--- config.mk ---
export PLATFORM = sky130hd
export DESIGN_NAME = ssq_top
export DESIGN_NICKNAME = d
export VERILOG_FILES = /design/src/verilog/ssq_pkg.sv /design/src/verilog/ssq_ms_tick.sv /design/src/verilog/ssq_irq.sv /design/src/verilog/ssq_top.sv
export SDC_FILE = /design/constraint.sdc
export NUM_CORES = 1
export LEC_CHECK = 0
export ABC_CLOCK_PERIOD_IN_PS = 2900
export BUFFER_PORTS_ARGS = -buffer_cell sky130_fd_sc_hd__buf_2
export CORE_ASPECT_RATIO = 1.1
export CORE_MARGIN = 2
export CORE_UTILIZATION = 52
export CTS_BUF_LIST = sky130_fd_sc_hd__clkbuf_8
export DETAILED_ROUTE_END_ITERATION = 12
export GPL_TIMING_DRIVEN = 0
export PLACE_DENSITY = 0.89
export SETUP_SLACK_MARGIN = 0.15
export SLEW_MARGIN = 5
export SYNTH_ARGS = -nofsm -noshare
export SYNTH_HDL_FRONTEND = slang
export SYNTH_SLANG_ARGS = --single-unit
--- constraint.sdc ---
create_clock -name hclk -period 2.9 [get_ports hclk]
set_input_delay 0 -clock hclk [delete_from_list [all_inputs] [get_ports hclk]]
set_output_delay 0 -clock hclk [all_outputs]
set_load 0.05 [all_outputs]
--- src/verilog/ssq_pkg.sv ---
// Purpose: Shared constants for the startup wake sequencer.
// Assumes: 20 MHz hclk, 32-bit AHB-Lite register access.
// Notes: Step times are held in milliseconds and counted in 1 ms ticks.
`default_nettype none
package ssq_pkg;
    localparam int unsigned CLK_HZ = 20000000;
    localparam int unsigned MS_PER_S = 1000;
    localparam int unsigned MS_CYCLES = CLK_HZ / MS_PER_S;
    // Step times from the wake event, and the evaluation period, in ms.
    localparam logic [15:0] T_REG_MS = 16'd20;
    localparam logic [15:0] T_INIT_START_MS = 16'd22;
    localparam logic [15:0] T_INIT_DONE_SLOW_MS = 16'd69;
    localparam logic [15:0] T_INIT_DONE_FAST_MS = 16'd47;
    localparam logic [15:0] T_FULL_SLOW_MS = 16'd164;
    localparam logic [15:0] T_FULL_FAST_MS = 16'd97;
    localparam logic [15:0] T_SW_SLOW_MS = 16'd282;
    localparam logic [15:0] T_SW_FAST_MS = 16'd283;
    localparam logic [7:0] T_EVAL_PERIOD_MS = 8'd250;
    // Register byte offsets.
    localparam logic [7:0] OFS_CTRL = 8'h00;
    localparam logic [7:0] OFS_ALARM_SEL = 8'h04;
    localparam logic [7:0] OFS_STATUS = 8'h08;
    localparam logic [7:0] OFS_ELAPSED = 8'h0c;
    localparam logic [7:0] OFS_IRQ_STAT = 8'h10;
    localparam logic [7:0] OFS_IRQ_CLR = 8'h14;
    localparam logic [7:0] OFS_IRQ_EN = 8'h18;
    // Control register fields.
    localparam int CTRL_FAST = 0;
    localparam int CTRL_AUTO_SW = 1;
    localparam int CTRL_AUX_AUTO = 2;
    localparam int CTRL_SHUTDOWN = 3;
    localparam logic [2:0] CTRL_RESET = 3'h0;
    // Flag and status fields.
    localparam int FLG_INIT_START = 0;
    localparam int FLG_INIT_DONE = 1;
    localparam int FLG_VSCAN = 2;
    localparam int FLG_FULL = 3;
    localparam int ST_AUX = 4;
    localparam int ST_SW = 5;
    localparam int ST_NORMAL = 6;
    localparam int ST_AWAKE = 7;
    localparam logic [3:0] ALARM_SEL_RESET = 4'h0;
    // Interrupt event fields.
    localparam int EV_WAKE = 0;
    localparam int EV_INIT_START = 1;
    localparam int EV_INIT_DONE = 2;
    localparam int EV_FULL = 3;
    localparam int EV_SW_ON = 4;
    localparam int EV_W = 5;
    typedef enum logic [1:0] {SEQ_OFF, SEQ_START, SEQ_NORMAL} ssq_state_t;
endpackage : ssq_pkg
`default_nettype wire

--- src/verilog/ssq_ms_tick.sv ---
// Purpose: One-cycle pulse every millisecond of the internal time base.
// Assumes: Restart holds the divider at zero.
// Notes: The period is a parameter so simulations may shorten it.
`timescale 1ns/100ps
`default_nettype none
module ssq_ms_tick #(
    parameter int unsigned CYC_PER_MS = ssq_pkg::MS_CYCLES
) (
    // Clock and reset
    input wire logic hclk,
    input wire logic hresetn,
    // Control
    input wire logic restart,
    output logic tick
);
    import ssq_pkg::*;
    logic [31:0] cnt_q;
    logic [31:0] cnt_d;
    logic tick_d;
    logic tick_q;

    always_comb
    begin
        cnt_d = cnt_q + 32'd1;
        tick_d = 1'b0;
        if (restart)
        begin
            cnt_d = 32'h0;
        end
        else if (cnt_q >= CYC_PER_MS - 1)
        begin
            cnt_d = 32'h0;
            tick_d = 1'b1;
        end
    end

    always_ff @(posedge hclk or negedge hresetn)
    begin
        if (!hresetn)
        begin
            cnt_q <= 32'h0;
            tick_q <= 1'b0;
        end
        else
        begin
            cnt_q <= cnt_d;
            tick_q <= tick_d;
        end
    end

    assign tick = tick_q;
endmodule : ssq_ms_tick
`default_nettype wire

--- src/verilog/ssq_irq.sv ---
// Purpose: Sticky event status, enable mask and one level interrupt.
// Assumes: Clear strobes last one cycle.
// Notes: A new event in the clearing cycle stays set.
`timescale 1ns/100ps
`default_nettype none
module ssq_irq (
    // Clock and reset
    input wire logic hclk,
    input wire logic hresetn,
    // Events and software access
    input wire logic [ssq_pkg::EV_W-1:0] events,
    input wire logic clr_we,
    input wire logic en_we,
    input wire logic [ssq_pkg::EV_W-1:0] wdata,
    // State
    output logic [ssq_pkg::EV_W-1:0] status,
    output logic [ssq_pkg::EV_W-1:0] enable,
    output logic irq
);
    import ssq_pkg::*;
    logic [EV_W-1:0] stat_q;
    logic [EV_W-1:0] stat_d;
    logic [EV_W-1:0] en_q;
    logic [EV_W-1:0] en_d;

    always_comb
    begin
        stat_d = stat_q;
        en_d = en_q;
        if (clr_we)
        begin
            stat_d = stat_d & ~wdata;
        end
        stat_d = stat_d | events;
        if (en_we)
        begin
            en_d = wdata;
        end
    end

    always_ff @(posedge hclk or negedge hresetn)
    begin
        if (!hresetn)
        begin
            stat_q <= '0;
            en_q <= '0;
        end
        else
        begin
            stat_q <= stat_d;
            en_q <= en_d;
        end
    end

    assign status = stat_q;
    assign enable = en_q;
    assign irq = |(stat_q & en_q);
endmodule : ssq_irq
`default_nettype wire

--- src/verilog/ssq_top.sv ---
// Purpose: Wake-to-normal startup sequencer with AHB-Lite registers.
// Assumes: Wake pins are synchronous to hclk; single word transfers.
// Notes: Step times are nominal and counted in 1 ms ticks.
// Functional notes
// Thermistor-two low or load-detect high leaves shutdown; wake is time zero.
// Startup walks ordered steps, then enters normal mode.
// With auto enable, aux regulator one turns on 20 ms after wake.
// Init-started flag sets at 22 ms; alarm pin shows it when selected.
// Init-complete and voltage-scan flags set together at 69 or 47 ms.
// Full-scan flag sets at 164 ms, or 97 ms with fast conversion.
// In normal mode, switch-on is evaluated only once per 250 ms.
// First evaluation turns switches on at 282 or 283 ms.
// All step times count from wake on the internal time base.
`timescale 1ns/100ps
`default_nettype none
module ssq_top #(
    parameter int unsigned CYC_PER_MS = ssq_pkg::MS_CYCLES
) (
    // Clock and reset
    input wire logic hclk,
    input wire logic hresetn,
    // AHB-Lite slave
    input wire logic hsel,
    input wire logic [31:0] haddr,
    input wire logic [1:0] htrans,
    input wire logic hwrite,
    input wire logic [2:0] hsize,
    input wire logic [31:0] hwdata,
    input wire logic hready,
    output logic hreadyout,
    output logic hresp,
    output logic [31:0] hrdata,
    // Wake pins
    input wire logic thermistor_two_wake_pin,
    input wire logic load_detect_pin,
    // Device outputs
    output logic aux_regulator_one,
    output logic switches_on,
    output logic alarm_pin,
    output logic irq
);
    import ssq_pkg::*;

    ssq_state_t st_q;
    ssq_state_t st_d;
    logic [2:0] ctrl_q;
    logic [2:0] ctrl_d;
    logic [3:0] asel_q;
    logic [3:0] asel_d;
    logic [3:0] flg_q;
    logic [3:0] flg_d;
    logic [15:0] ms_q;
    logic [15:0] ms_d;
    logic [7:0] per_q;
    logic [7:0] per_d;
    logic first_q;
    logic first_d;
    logic fast_q;
    logic fast_d;
    logic aux_q;
    logic aux_d;
    logic sw_q;
    logic sw_d;
    logic alarm_q;
    logic alarm_d;
    logic wr_q;
    logic wr_d;
    logic [7:0] wa_q;
    logic [7:0] wa_d;
    logic [31:0] rd_q;
    logic [31:0] rd_d;
    logic tick;
    logic wake;
    logic eval;
    logic shut;
    logic [15:0] ms_nx;
    logic [EV_W-1:0] events;
    logic [EV_W-1:0] irq_stat;
    logic [EV_W-1:0] irq_en;
    logic addr_ok;
    logic ctrl_we;
    logic asel_we;
    logic clr_we;
    logic en_we;
    logic addr_low;

    // Picks the slow or fast figure for a step time.
    function automatic logic [15:0] pick(input logic f, input logic [15:0] slow,
                                         input logic [15:0] quick);
        pick = f ? quick : slow;
    endfunction : pick

    // Word offset of a bus address; the two byte-lane bits never pick a register.
    function automatic logic [7:0] word_ofs(input logic [31:0] a);
        word_ofs = {a[7:2], 2'b00};
    endfunction : word_ofs

    assign addr_ok = hsel && htrans[1] && hready;
    // Only the lowest 256 bytes hold registers; higher addresses read zero and drop writes.
    assign addr_low = (haddr[31:8] == 24'h0);
    assign ctrl_we = wr_q && (wa_q == OFS_CTRL);
    assign asel_we = wr_q && (wa_q == OFS_ALARM_SEL);
    assign clr_we = wr_q && (wa_q == OFS_IRQ_CLR);
    assign en_we = wr_q && (wa_q == OFS_IRQ_EN);
    assign shut = ctrl_we && hwdata[CTRL_SHUTDOWN];

    assign wake = (st_q == SEQ_OFF) && (!thermistor_two_wake_pin || load_detect_pin);
    assign ms_nx = (ms_q == 16'hffff) ? ms_q : ms_q + 16'd1;
    // Only the 250 ms slot decides, so earlier scan data waits for it.
    assign eval = tick && (st_q == SEQ_NORMAL)
                  && (first_q ? (per_q == T_EVAL_PERIOD_MS - 8'd1)
                              : (ms_nx == pick(fast_q, T_SW_SLOW_MS, T_SW_FAST_MS)));

    ssq_ms_tick #(
        .CYC_PER_MS(CYC_PER_MS)
    ) u_tick (
        .hclk(hclk),
        .hresetn(hresetn),
        .restart(st_q == SEQ_OFF),
        .tick(tick)
    );

    // Bus side.
    always_comb
    begin
        wr_d = addr_ok && hwrite && addr_low;
        wa_d = addr_ok ? word_ofs(haddr) : wa_q;
        ctrl_d = ctrl_we ? hwdata[2:0] : ctrl_q;
        asel_d = asel_we ? hwdata[3:0] : asel_q;
        rd_d = 32'h0;
        if (addr_ok && !hwrite && addr_low)
        begin
            case (word_ofs(haddr))
                OFS_CTRL: rd_d = {29'h0, ctrl_q};
                OFS_ALARM_SEL: rd_d = {28'h0, asel_q};
                OFS_STATUS: rd_d = {24'h0, st_q != SEQ_OFF, st_q == SEQ_NORMAL, sw_q, aux_q, flg_q};
                OFS_ELAPSED: rd_d = {16'h0, ms_q};
                OFS_IRQ_STAT: rd_d = {{(32-EV_W){1'b0}}, irq_stat};
                OFS_IRQ_EN: rd_d = {{(32-EV_W){1'b0}}, irq_en};
                default: rd_d = 32'h0;
            endcase
        end
    end

    // Sequencer.
    always_comb
    begin
        st_d = st_q;
        ms_d = ms_q;
        per_d = per_q;
        first_d = first_q;
        fast_d = fast_q;
        aux_d = aux_q;
        flg_d = flg_q;
        sw_d = sw_q;
        events = '0;
        case (st_q)
            SEQ_OFF:
            begin
                if (wake)
                begin
                    st_d = SEQ_START;
                    ms_d = 16'h0;
                    per_d = 8'h0;
                    first_d = 1'b0;
                    fast_d = ctrl_q[CTRL_FAST];
                    events[EV_WAKE] = 1'b1;
                end
            end
            SEQ_START:
            begin
                if (tick)
                begin
                    ms_d = ms_nx;
                    if (ms_nx == T_REG_MS && ctrl_q[CTRL_AUX_AUTO])
                    begin
                        aux_d = 1'b1;
                    end
                    if (ms_nx == T_INIT_START_MS)
                    begin
                        flg_d[FLG_INIT_START] = 1'b1;
                        events[EV_INIT_START] = 1'b1;
                    end
                    if (ms_nx == pick(fast_q, T_INIT_DONE_SLOW_MS, T_INIT_DONE_FAST_MS))
                    begin
                        flg_d[FLG_INIT_DONE] = 1'b1;
                        flg_d[FLG_VSCAN] = 1'b1;
                        events[EV_INIT_DONE] = 1'b1;
                    end
                    if (ms_nx == pick(fast_q, T_FULL_SLOW_MS, T_FULL_FAST_MS))
                    begin
                        flg_d[FLG_FULL] = 1'b1;
                        events[EV_FULL] = 1'b1;
                        st_d = SEQ_NORMAL;
                    end
                end
            end
            SEQ_NORMAL:
            begin
                if (tick)
                begin
                    ms_d = ms_nx;
                    per_d = (!first_q || eval) ? 8'h0 : per_q + 8'd1;
                end
                if (eval)
                begin
                    first_d = 1'b1;
                    if (ctrl_q[CTRL_AUTO_SW] && !sw_q)
                    begin
                        sw_d = 1'b1;
                        events[EV_SW_ON] = 1'b1;
                    end
                end
                if (!ctrl_q[CTRL_AUTO_SW])
                begin
                    sw_d = 1'b0;
                end
            end
            default:
            begin
                st_d = SEQ_OFF;
            end
        endcase
        if (shut)
        begin
            // Shutdown drops the aux, switch and alarm outputs and the flags so the next wake starts clean; interrupt status is kept.
            st_d = SEQ_OFF;
            aux_d = 1'b0;
            sw_d = 1'b0;
            flg_d = 4'h0;
        end
        alarm_d = |(flg_d & asel_q);
    end

    always_ff @(posedge hclk or negedge hresetn)
    begin
        if (!hresetn)
        begin
            ctrl_q <= CTRL_RESET;
            asel_q <= ALARM_SEL_RESET;
            wr_q <= 1'b0;
            wa_q <= 8'h0;
            rd_q <= 32'h0;
        end
        else
        begin
            ctrl_q <= ctrl_d;
            asel_q <= asel_d;
            wr_q <= wr_d;
            wa_q <= wa_d;
            rd_q <= rd_d;
        end
    end

    always_ff @(posedge hclk or negedge hresetn)
    begin
        if (!hresetn)
        begin
            st_q <= SEQ_OFF;
            ms_q <= 16'h0;
            per_q <= 8'h0;
            first_q <= 1'b0;
            fast_q <= 1'b0;
            aux_q <= 1'b0;
            flg_q <= 4'h0;
            sw_q <= 1'b0;
            alarm_q <= 1'b0;
        end
        else
        begin
            st_q <= st_d;
            ms_q <= ms_d;
            per_q <= per_d;
            first_q <= first_d;
            fast_q <= fast_d;
            aux_q <= aux_d;
            flg_q <= flg_d;
            sw_q <= sw_d;
            alarm_q <= alarm_d;
        end
    end

    ssq_irq u_irq (
        .hclk(hclk),
        .hresetn(hresetn),
        .events(events),
        .clr_we(clr_we),
        .en_we(en_we),
        .wdata(hwdata[EV_W-1:0]),
        .status(irq_stat),
        .enable(irq_en),
        .irq(irq)
    );

    // Zero wait states; every access answers OKAY.
    assign hreadyout = 1'b1;
    assign hresp = 1'b0;
    assign hrdata = rd_q;
    assign aux_regulator_one = aux_q;
    assign switches_on = sw_q;
    assign alarm_pin = alarm_q;
endmodule : ssq_top
`default_nettype wire

; Word-level counts from Yosys, hierarchy flattened
; Index checks and enable logic that the tools add are counted.
[classes]
add_sub_neg = 3
order_cmp = 1
eq_ne = 27
muxes = 52
bitwise_logic = 5
n_reduce_logical = 43
[ops]
columns = operator, count
row1 = $pmux W16 S6, 1
row2 = $mux W16, 4
row3 = $mux W32, 2
row4 = $add A32 B1 Y32 const B, 1
row5 = $eq A16 B5 Y1 const B, 2
row6 = $ge A32 B15 Y1 const B, 1
row7 = $mux W8, 4
row8 = $pmux W16 S2, 1
row9 = $mux W1, 25
row10 = $eq A6 B3 Y1 const B, 4
row11 = $logic_not A24 Y1, 1
row12 = $add A16 B1 Y16 const B, 1
row13 = $eq A16 B16 Y1 const B, 1
row14 = $eq A16 B7 Y1, 1
row15 = $eq A16 B8 Y1, 1
row16 = $eq A16 B9 Y1, 1
row17 = $logic_and A1 B1 Y1, 16
row18 = $pmux W8 S2, 1
row19 = $reduce_and A3 Y1, 5
row20 = $reduce_bool A2 Y1, 7
row21 = $eq A6 B1 Y1 const B, 2
row22 = $eq A6 B2 Y1 const B, 2
row23 = $mux W4, 3
row24 = $and A5 B5 Y5, 2
row25 = other kinds (28), 42
[totals]
ff_bits = 124
in_bits = 76
out_inout_bits = 38

; Depth between registers and ports, before layout
[depth]
word_depth = 9
mapped_depth = 10
depth_no_buf = 9

; By module
; Synthesis repeated with hierarchy kept, for this count alone.
[unflattened]
hier_cells = 571
area_unflattened_um2 = 5764.3
[by_module_without_submodules]
columns = module, instances, cells_each, area_per_inst_um2
row1 = ssq_top, 1, 437, 4038.9
row2 = ssq_ms_tick, 1, 106, 1341.3
row3 = ssq_irq, 1, 28, 384.1

; Worst setup path before layout
; OpenSTA, ideal clock, no wires.
[synth_timing]
kind = flip-flop to flip-flop
startpoint = register ms_q[1]
endpoint = register alarm_q, in the netlist alarm_pin
setup_time_ps = 66
arrival_time_ps = 2820
t_required_ps = 2834
path_slack_ps = 14
path_stages_with_launch = 10
path_buffers = 0
period_less_slack_ps = 2886
path_cell_list = dfrtp_1 -> ha_1 -> nand3_1 -> nor4_4 -> mux2_2 -> or4b_1 -> a2111oi_4 -> nand2_1 -> a21oi_2 -> a221o_1
[synth_between]
elab_chain_cells = 9
elab_cells_between_ends = 14
classes_between = 1 x add/sub / 4 x eq/ne / 7 x mux / 1 x bitwise / 1 x reduce/logical
[synth_rtl]
columns = item, line_no
row1 = from (decl), ssq_top.sv:52  ; logic [15:0] ms_q;
row2 = from (signal assigned), ssq_top.sv:272  ; ms_q <= ms_d;
row3 = $add A16 B1 Y16 / $eq A16 B16 Y1 (equally long branches), ssq_top.sv:108  ; assign ms_nx = (ms_q == 16'hffff) ? ms_q : ms_q + 16'd1;
row4 = $mux W16 (*), ssq_top.sv:108
row5 = $eq A16 B8 Y1 (*), ssq_top.sv:190  ; if (ms_nx == pick(fast_q, T_FULL_SLOW_MS, T_FULL_FAST_MS))
row6 = $mux W1 (*), ssq_top.sv:190
row7 = $mux W4 (*), ssq_top.sv:172  ; if (tick)
row8 = $mux W4 (*), ssq_top.sv:157  ; case (st_q)
row9 = $mux W4 (*), ssq_top.sv:224  ; if (shut)
row10 = via flg_d[3], ssq_top.sv:51  ; logic [3:0] flg_d;
row11 = $and A4 B4 Y4 (*), ssq_top.sv:232  ; alarm_d = |(flg_d & asel_q);
row12 = $reduce_or A4 Y1 (*), ssq_top.sv:232
row13 = via alarm_d, ssq_top.sv:65  ; logic alarm_d;
row14 = to (signal assigned), ssq_top.sv:279  ; alarm_q <= alarm_d;
row15 = to (decl), ssq_top.sv:64  ; logic alarm_q;
; The timed path passes the listed nets; every way through them passes the cells marked *.
; A chain may end at the register's enable or synchronous reset.

; Worst setup path in the final report
[layout_timing]
startpoint = register ms_q[8]
endpoint = register st_q[0]
[layout_between]
elab_chain_cells = 5
elab_cells_between_ends = 6
classes_between = 1 x add/sub / 3 x eq/ne / 1 x mux / 1 x reduce/logical
[layout_rtl]
columns = item, line_no
row1 = $add A16 B1 Y16 / $eq A16 B16 Y1 (equally long branches), ssq_top.sv:108
row2 = $mux W16 (*), ssq_top.sv:108
row3 = $eq A16 B8 Y1 (*), ssq_top.sv:190
row4 = $ne A3 B3 Y1 (no source line) (*), n/a
row5 = $reduce_and A4 Y1 (no source line) (*), n/a
row6 = to (signal assigned), ssq_top.sv:271  ; st_q <= st_d;
row7 = to (decl), ssq_top.sv:44  ; ssq_state_t st_q;
; Every way passes the cells marked *; elsewhere a longest branch is shown, timed or not.

==> results.yml <==
outcome:
  status: "finished, final reports clean"
setup_path:
  crit_start: "ms_q[8]$_DFFE_PN0P_"
  cp_max_fo: 6
  endpoint_kind: "flip-flop"
  reg2reg_from: "ms_q[8]$_DFFE_PN0P_"
  critPathCapture: "st_q[0]$_DFFE_PN0P_"
  critPathLaunchType: "flip-flop"
  r2r_end: "st_q[0]$_DFFE_PN0P_"
  reg2regPathDepth: 10
  arrival_ns: 3.05
  critical_path_required_ns: 3.18
  crit_type: "reg -> reg"
  r2r_slack_ns: 0.13
cells_and_area:
  multi_input_area_mm2: 0.00283
  drive_gt1_share_pct: 27.9
  final_area_mm2: 0.00689
  n_fill_cell: 772
  fin_util_pct: 65.7
  nets: 787
  syn2layout_area_growth_pct: 21.8
  antenna_cells: 0
  seq_area_mm2: 0.00272
sta:
  period_share_pct: 95.6
  drv_slew: 0
  hold_slack_ns: 0.0195
  hold_violations: 0
  setup_ws_ns: 0.128
  fin_skew_ns: 0.0200
  rsz0062_at_grt: "yes"
  fmax_mhz: 361
  setup_violations: 0
  period_needed_ns: 2.77
  worst_pin_slew_ns: 1.26
  relSlewSlack_pct: 15.2
placed_design:
  gp_congestion: 0.942
  io_buffers: 61
  dp_hpwl_um: 9840
  placed_area_mm2: 0.00631
  place_ws_ns: -0.217
job:
  cap_violations: 0
logic_synthesis:
  ys_ff_latch: 108
  ys_seq_area_share_pct: 47.8
  synth_warnings: 0
  ys.flop_type: "dfrtp_1"
  synthTopCellsByCount: "dfrtp_1 (108), nand2_1 (51), nor2_1 (51), o21ai_0 (30), nand3_1 (27)"
  ys_types: 75
  netlist_area_mm2: 0.00566
  synth_top_cell_area_share_pct: 47.8
  yosys.area.top_type: "dfrtp_1"
  async_flop_share_pct: 100
  synthMostInstantiatedCell: "dfrtp_1"
  synth_area_leaders: "dfrtp_1 (48%), mux2_2 (4.8%), nand2_1 (3.4%)"
  synth_edf_count: 0
  syn_avg_cell_area_um2: 10.0
  syn_inst: 564
drt:
  num_vias: 4992
  first_pass_iters: 5
  finalWirelength_um: 14300
  via_per_inst: 5.87
  routedWlPerCell_um: 16.9
  ant_nets: 0
  drc: 0
  dr.first_iter.drc_count: 504
global_route:
  grt_pass1_vias: 4783
  grt_first_pass_wirelength_um: 23300
  grt_use_total_pct: 25.3
  grt_overflow_total: 0
  antenna_found_initial: 0
  grt_max_degree: 69
clock_network:
  clk_pin_slew_ns: 0.12
  h-tree-depth: 3
  insertion_delay_ns: 0.38
  root_buffer: "clkbuf_8"
  cts_buffers: 9
  cts_tree: "done"
  clock_path_buffers: 2
  cts_sinks: 108
floorplanning:
  num_rows: 39
  start_util_pct: 53.9
  top_level_ports: 114
  core_region_area_mm2: 0.0105
  die_y_um: 113
  die_area_mm2: 0.0117
  die_w_um: 103
hold_path:
  worstHoldPathType: "in -> reg"
power:
  p_leak_nw: 3.12
  ir_drop_v: 0.000357
  power_mw: 3.38
  p_per_area_mw_per_mm2: 490
[worst min path at each step]
stage	from	cells after the start	to	slack, ns
after global routing	haddr[24]	4	wr_q$_DFF_PN0_	0.04
final	haddr[24]	4	wr_q$_DFF_PN0_	0.02
after CTS	haddr[24]	4	wr_q$_DFF_PN0_	0.0008
after floorplan	hresetn	0	alarm_pin$_DFF_PN0_	-0.30
after detailed placement	hresetn	1	u_tick.cnt_q[28]$_DFF_PN0_	0.02
after global placement	hwrite	2	wr_q$_DFF_PN0_	0.22
[report_power, final]
part / total [mW] / internal [mW] / switching [mW]
sequential: 1.63 / 1.57 / 0.0659
clock: 0.876 / 0.330 / 0.546
combinational: 0.868 / 0.305 / 0.563
total: 3.38 / 2.20 / 1.18
[metal layers]
| layer | GRT usage, % | wire length (um) |
|---|---|---|
| met1 | 32.1 | 5420 |
| met4 | 12.5 | 631 |
| met2 | 41.7 | 7180 |
| met5 | 0 | 0 |
| met3 | 3.86 | 1100 |
[per-stage QoR]
step	setup TNS, ns	instances
after floorplan	0	597
after global placement	-0.179	801
after detailed placement	-0.314	802
after CTS	0	839
after global routing	0	850
final	0	850
[registers in the layout, indices dropped and copies added, names as in the netlist, 2 cells and up]
name,flops
wa_q,6
u_tick.cnt_q,32
hrdata,16
u_irq.status,5
st_q,2
asel_q,4
ms_q,16
per_q,8
flg_q,4
u_irq.enable,5
ctrl_q,3
[critical path: stages (launching register included)]
cell	delay, ns
dfrtp_1	0.39
buf_12	0.11
nand4_4	0.14
nor4_4	0.38
mux2_4	0.33
or4b_4	0.53
a2111oi_4	0.34
buf_4	0.18
o21ai_2	0.05
mux2i_1	0.15
nor2_1	0.06
[logic make-up after synthesis]
group                    Yosys count  synth area share (%)
AND/OR/NAND/NOR                  223                  21.1
flip-flops                       108                  47.8
adder cells (fa/ha/maj)            9                  1.99
AO/OA/AOI/OAI                    108                  13.1
other                              2                 0.133
XOR/XNOR                          20                  3.10
multiplexers                      31                  6.46
buffers and inverters             63                  6.30
[cell type report]
cell class	instances	share of cell area (%)
clock buffers	9	1.80
clock inverters	7	0.872
flip-flops and latches	108	39.4
inverters	23	1.25
multi-input cells	426	41.1
plain buffers	40	4.18
well taps	143	2.60
repair buffers	94	8.75
[cell usage in the layout, fill, tap and decap left out, types with 4 or more instances in the layout]
master	instances
dfrtp_1	96
xor2_1	10
and3_1	6
nand3_1	26
nor2_1	51
nand2_1	49
nand4_1	7
mux2i_1	4
buf_4	42
mux2_2	23
and2_1	14
nand2b_1	7
clkbuf_8	9
nor4_1	13
and4_1	5
a22oi_1	5
or4_1	4
inv_1	24
buf_6	5
dlygate4sd3_1	11
buf_2	60
clkbuf_1	10
xnor2_1	10
ha_1	8
o31ai_1	8
conb_1	35
o21ai_0	30
a21oi_1	23
nor3_1	12
dfrtp_2	12
[timing repair]
action	CTS	global route
hold buffers	11	0
gates resized for setup	21	16
gates cloned	0	0
endpoints found under the setup margin	9	8
hold endpoints to repair	62	0
pin swaps	6	8
setup buffers	10	11
No activity file was read; power rests on OpenSTA's default activity.
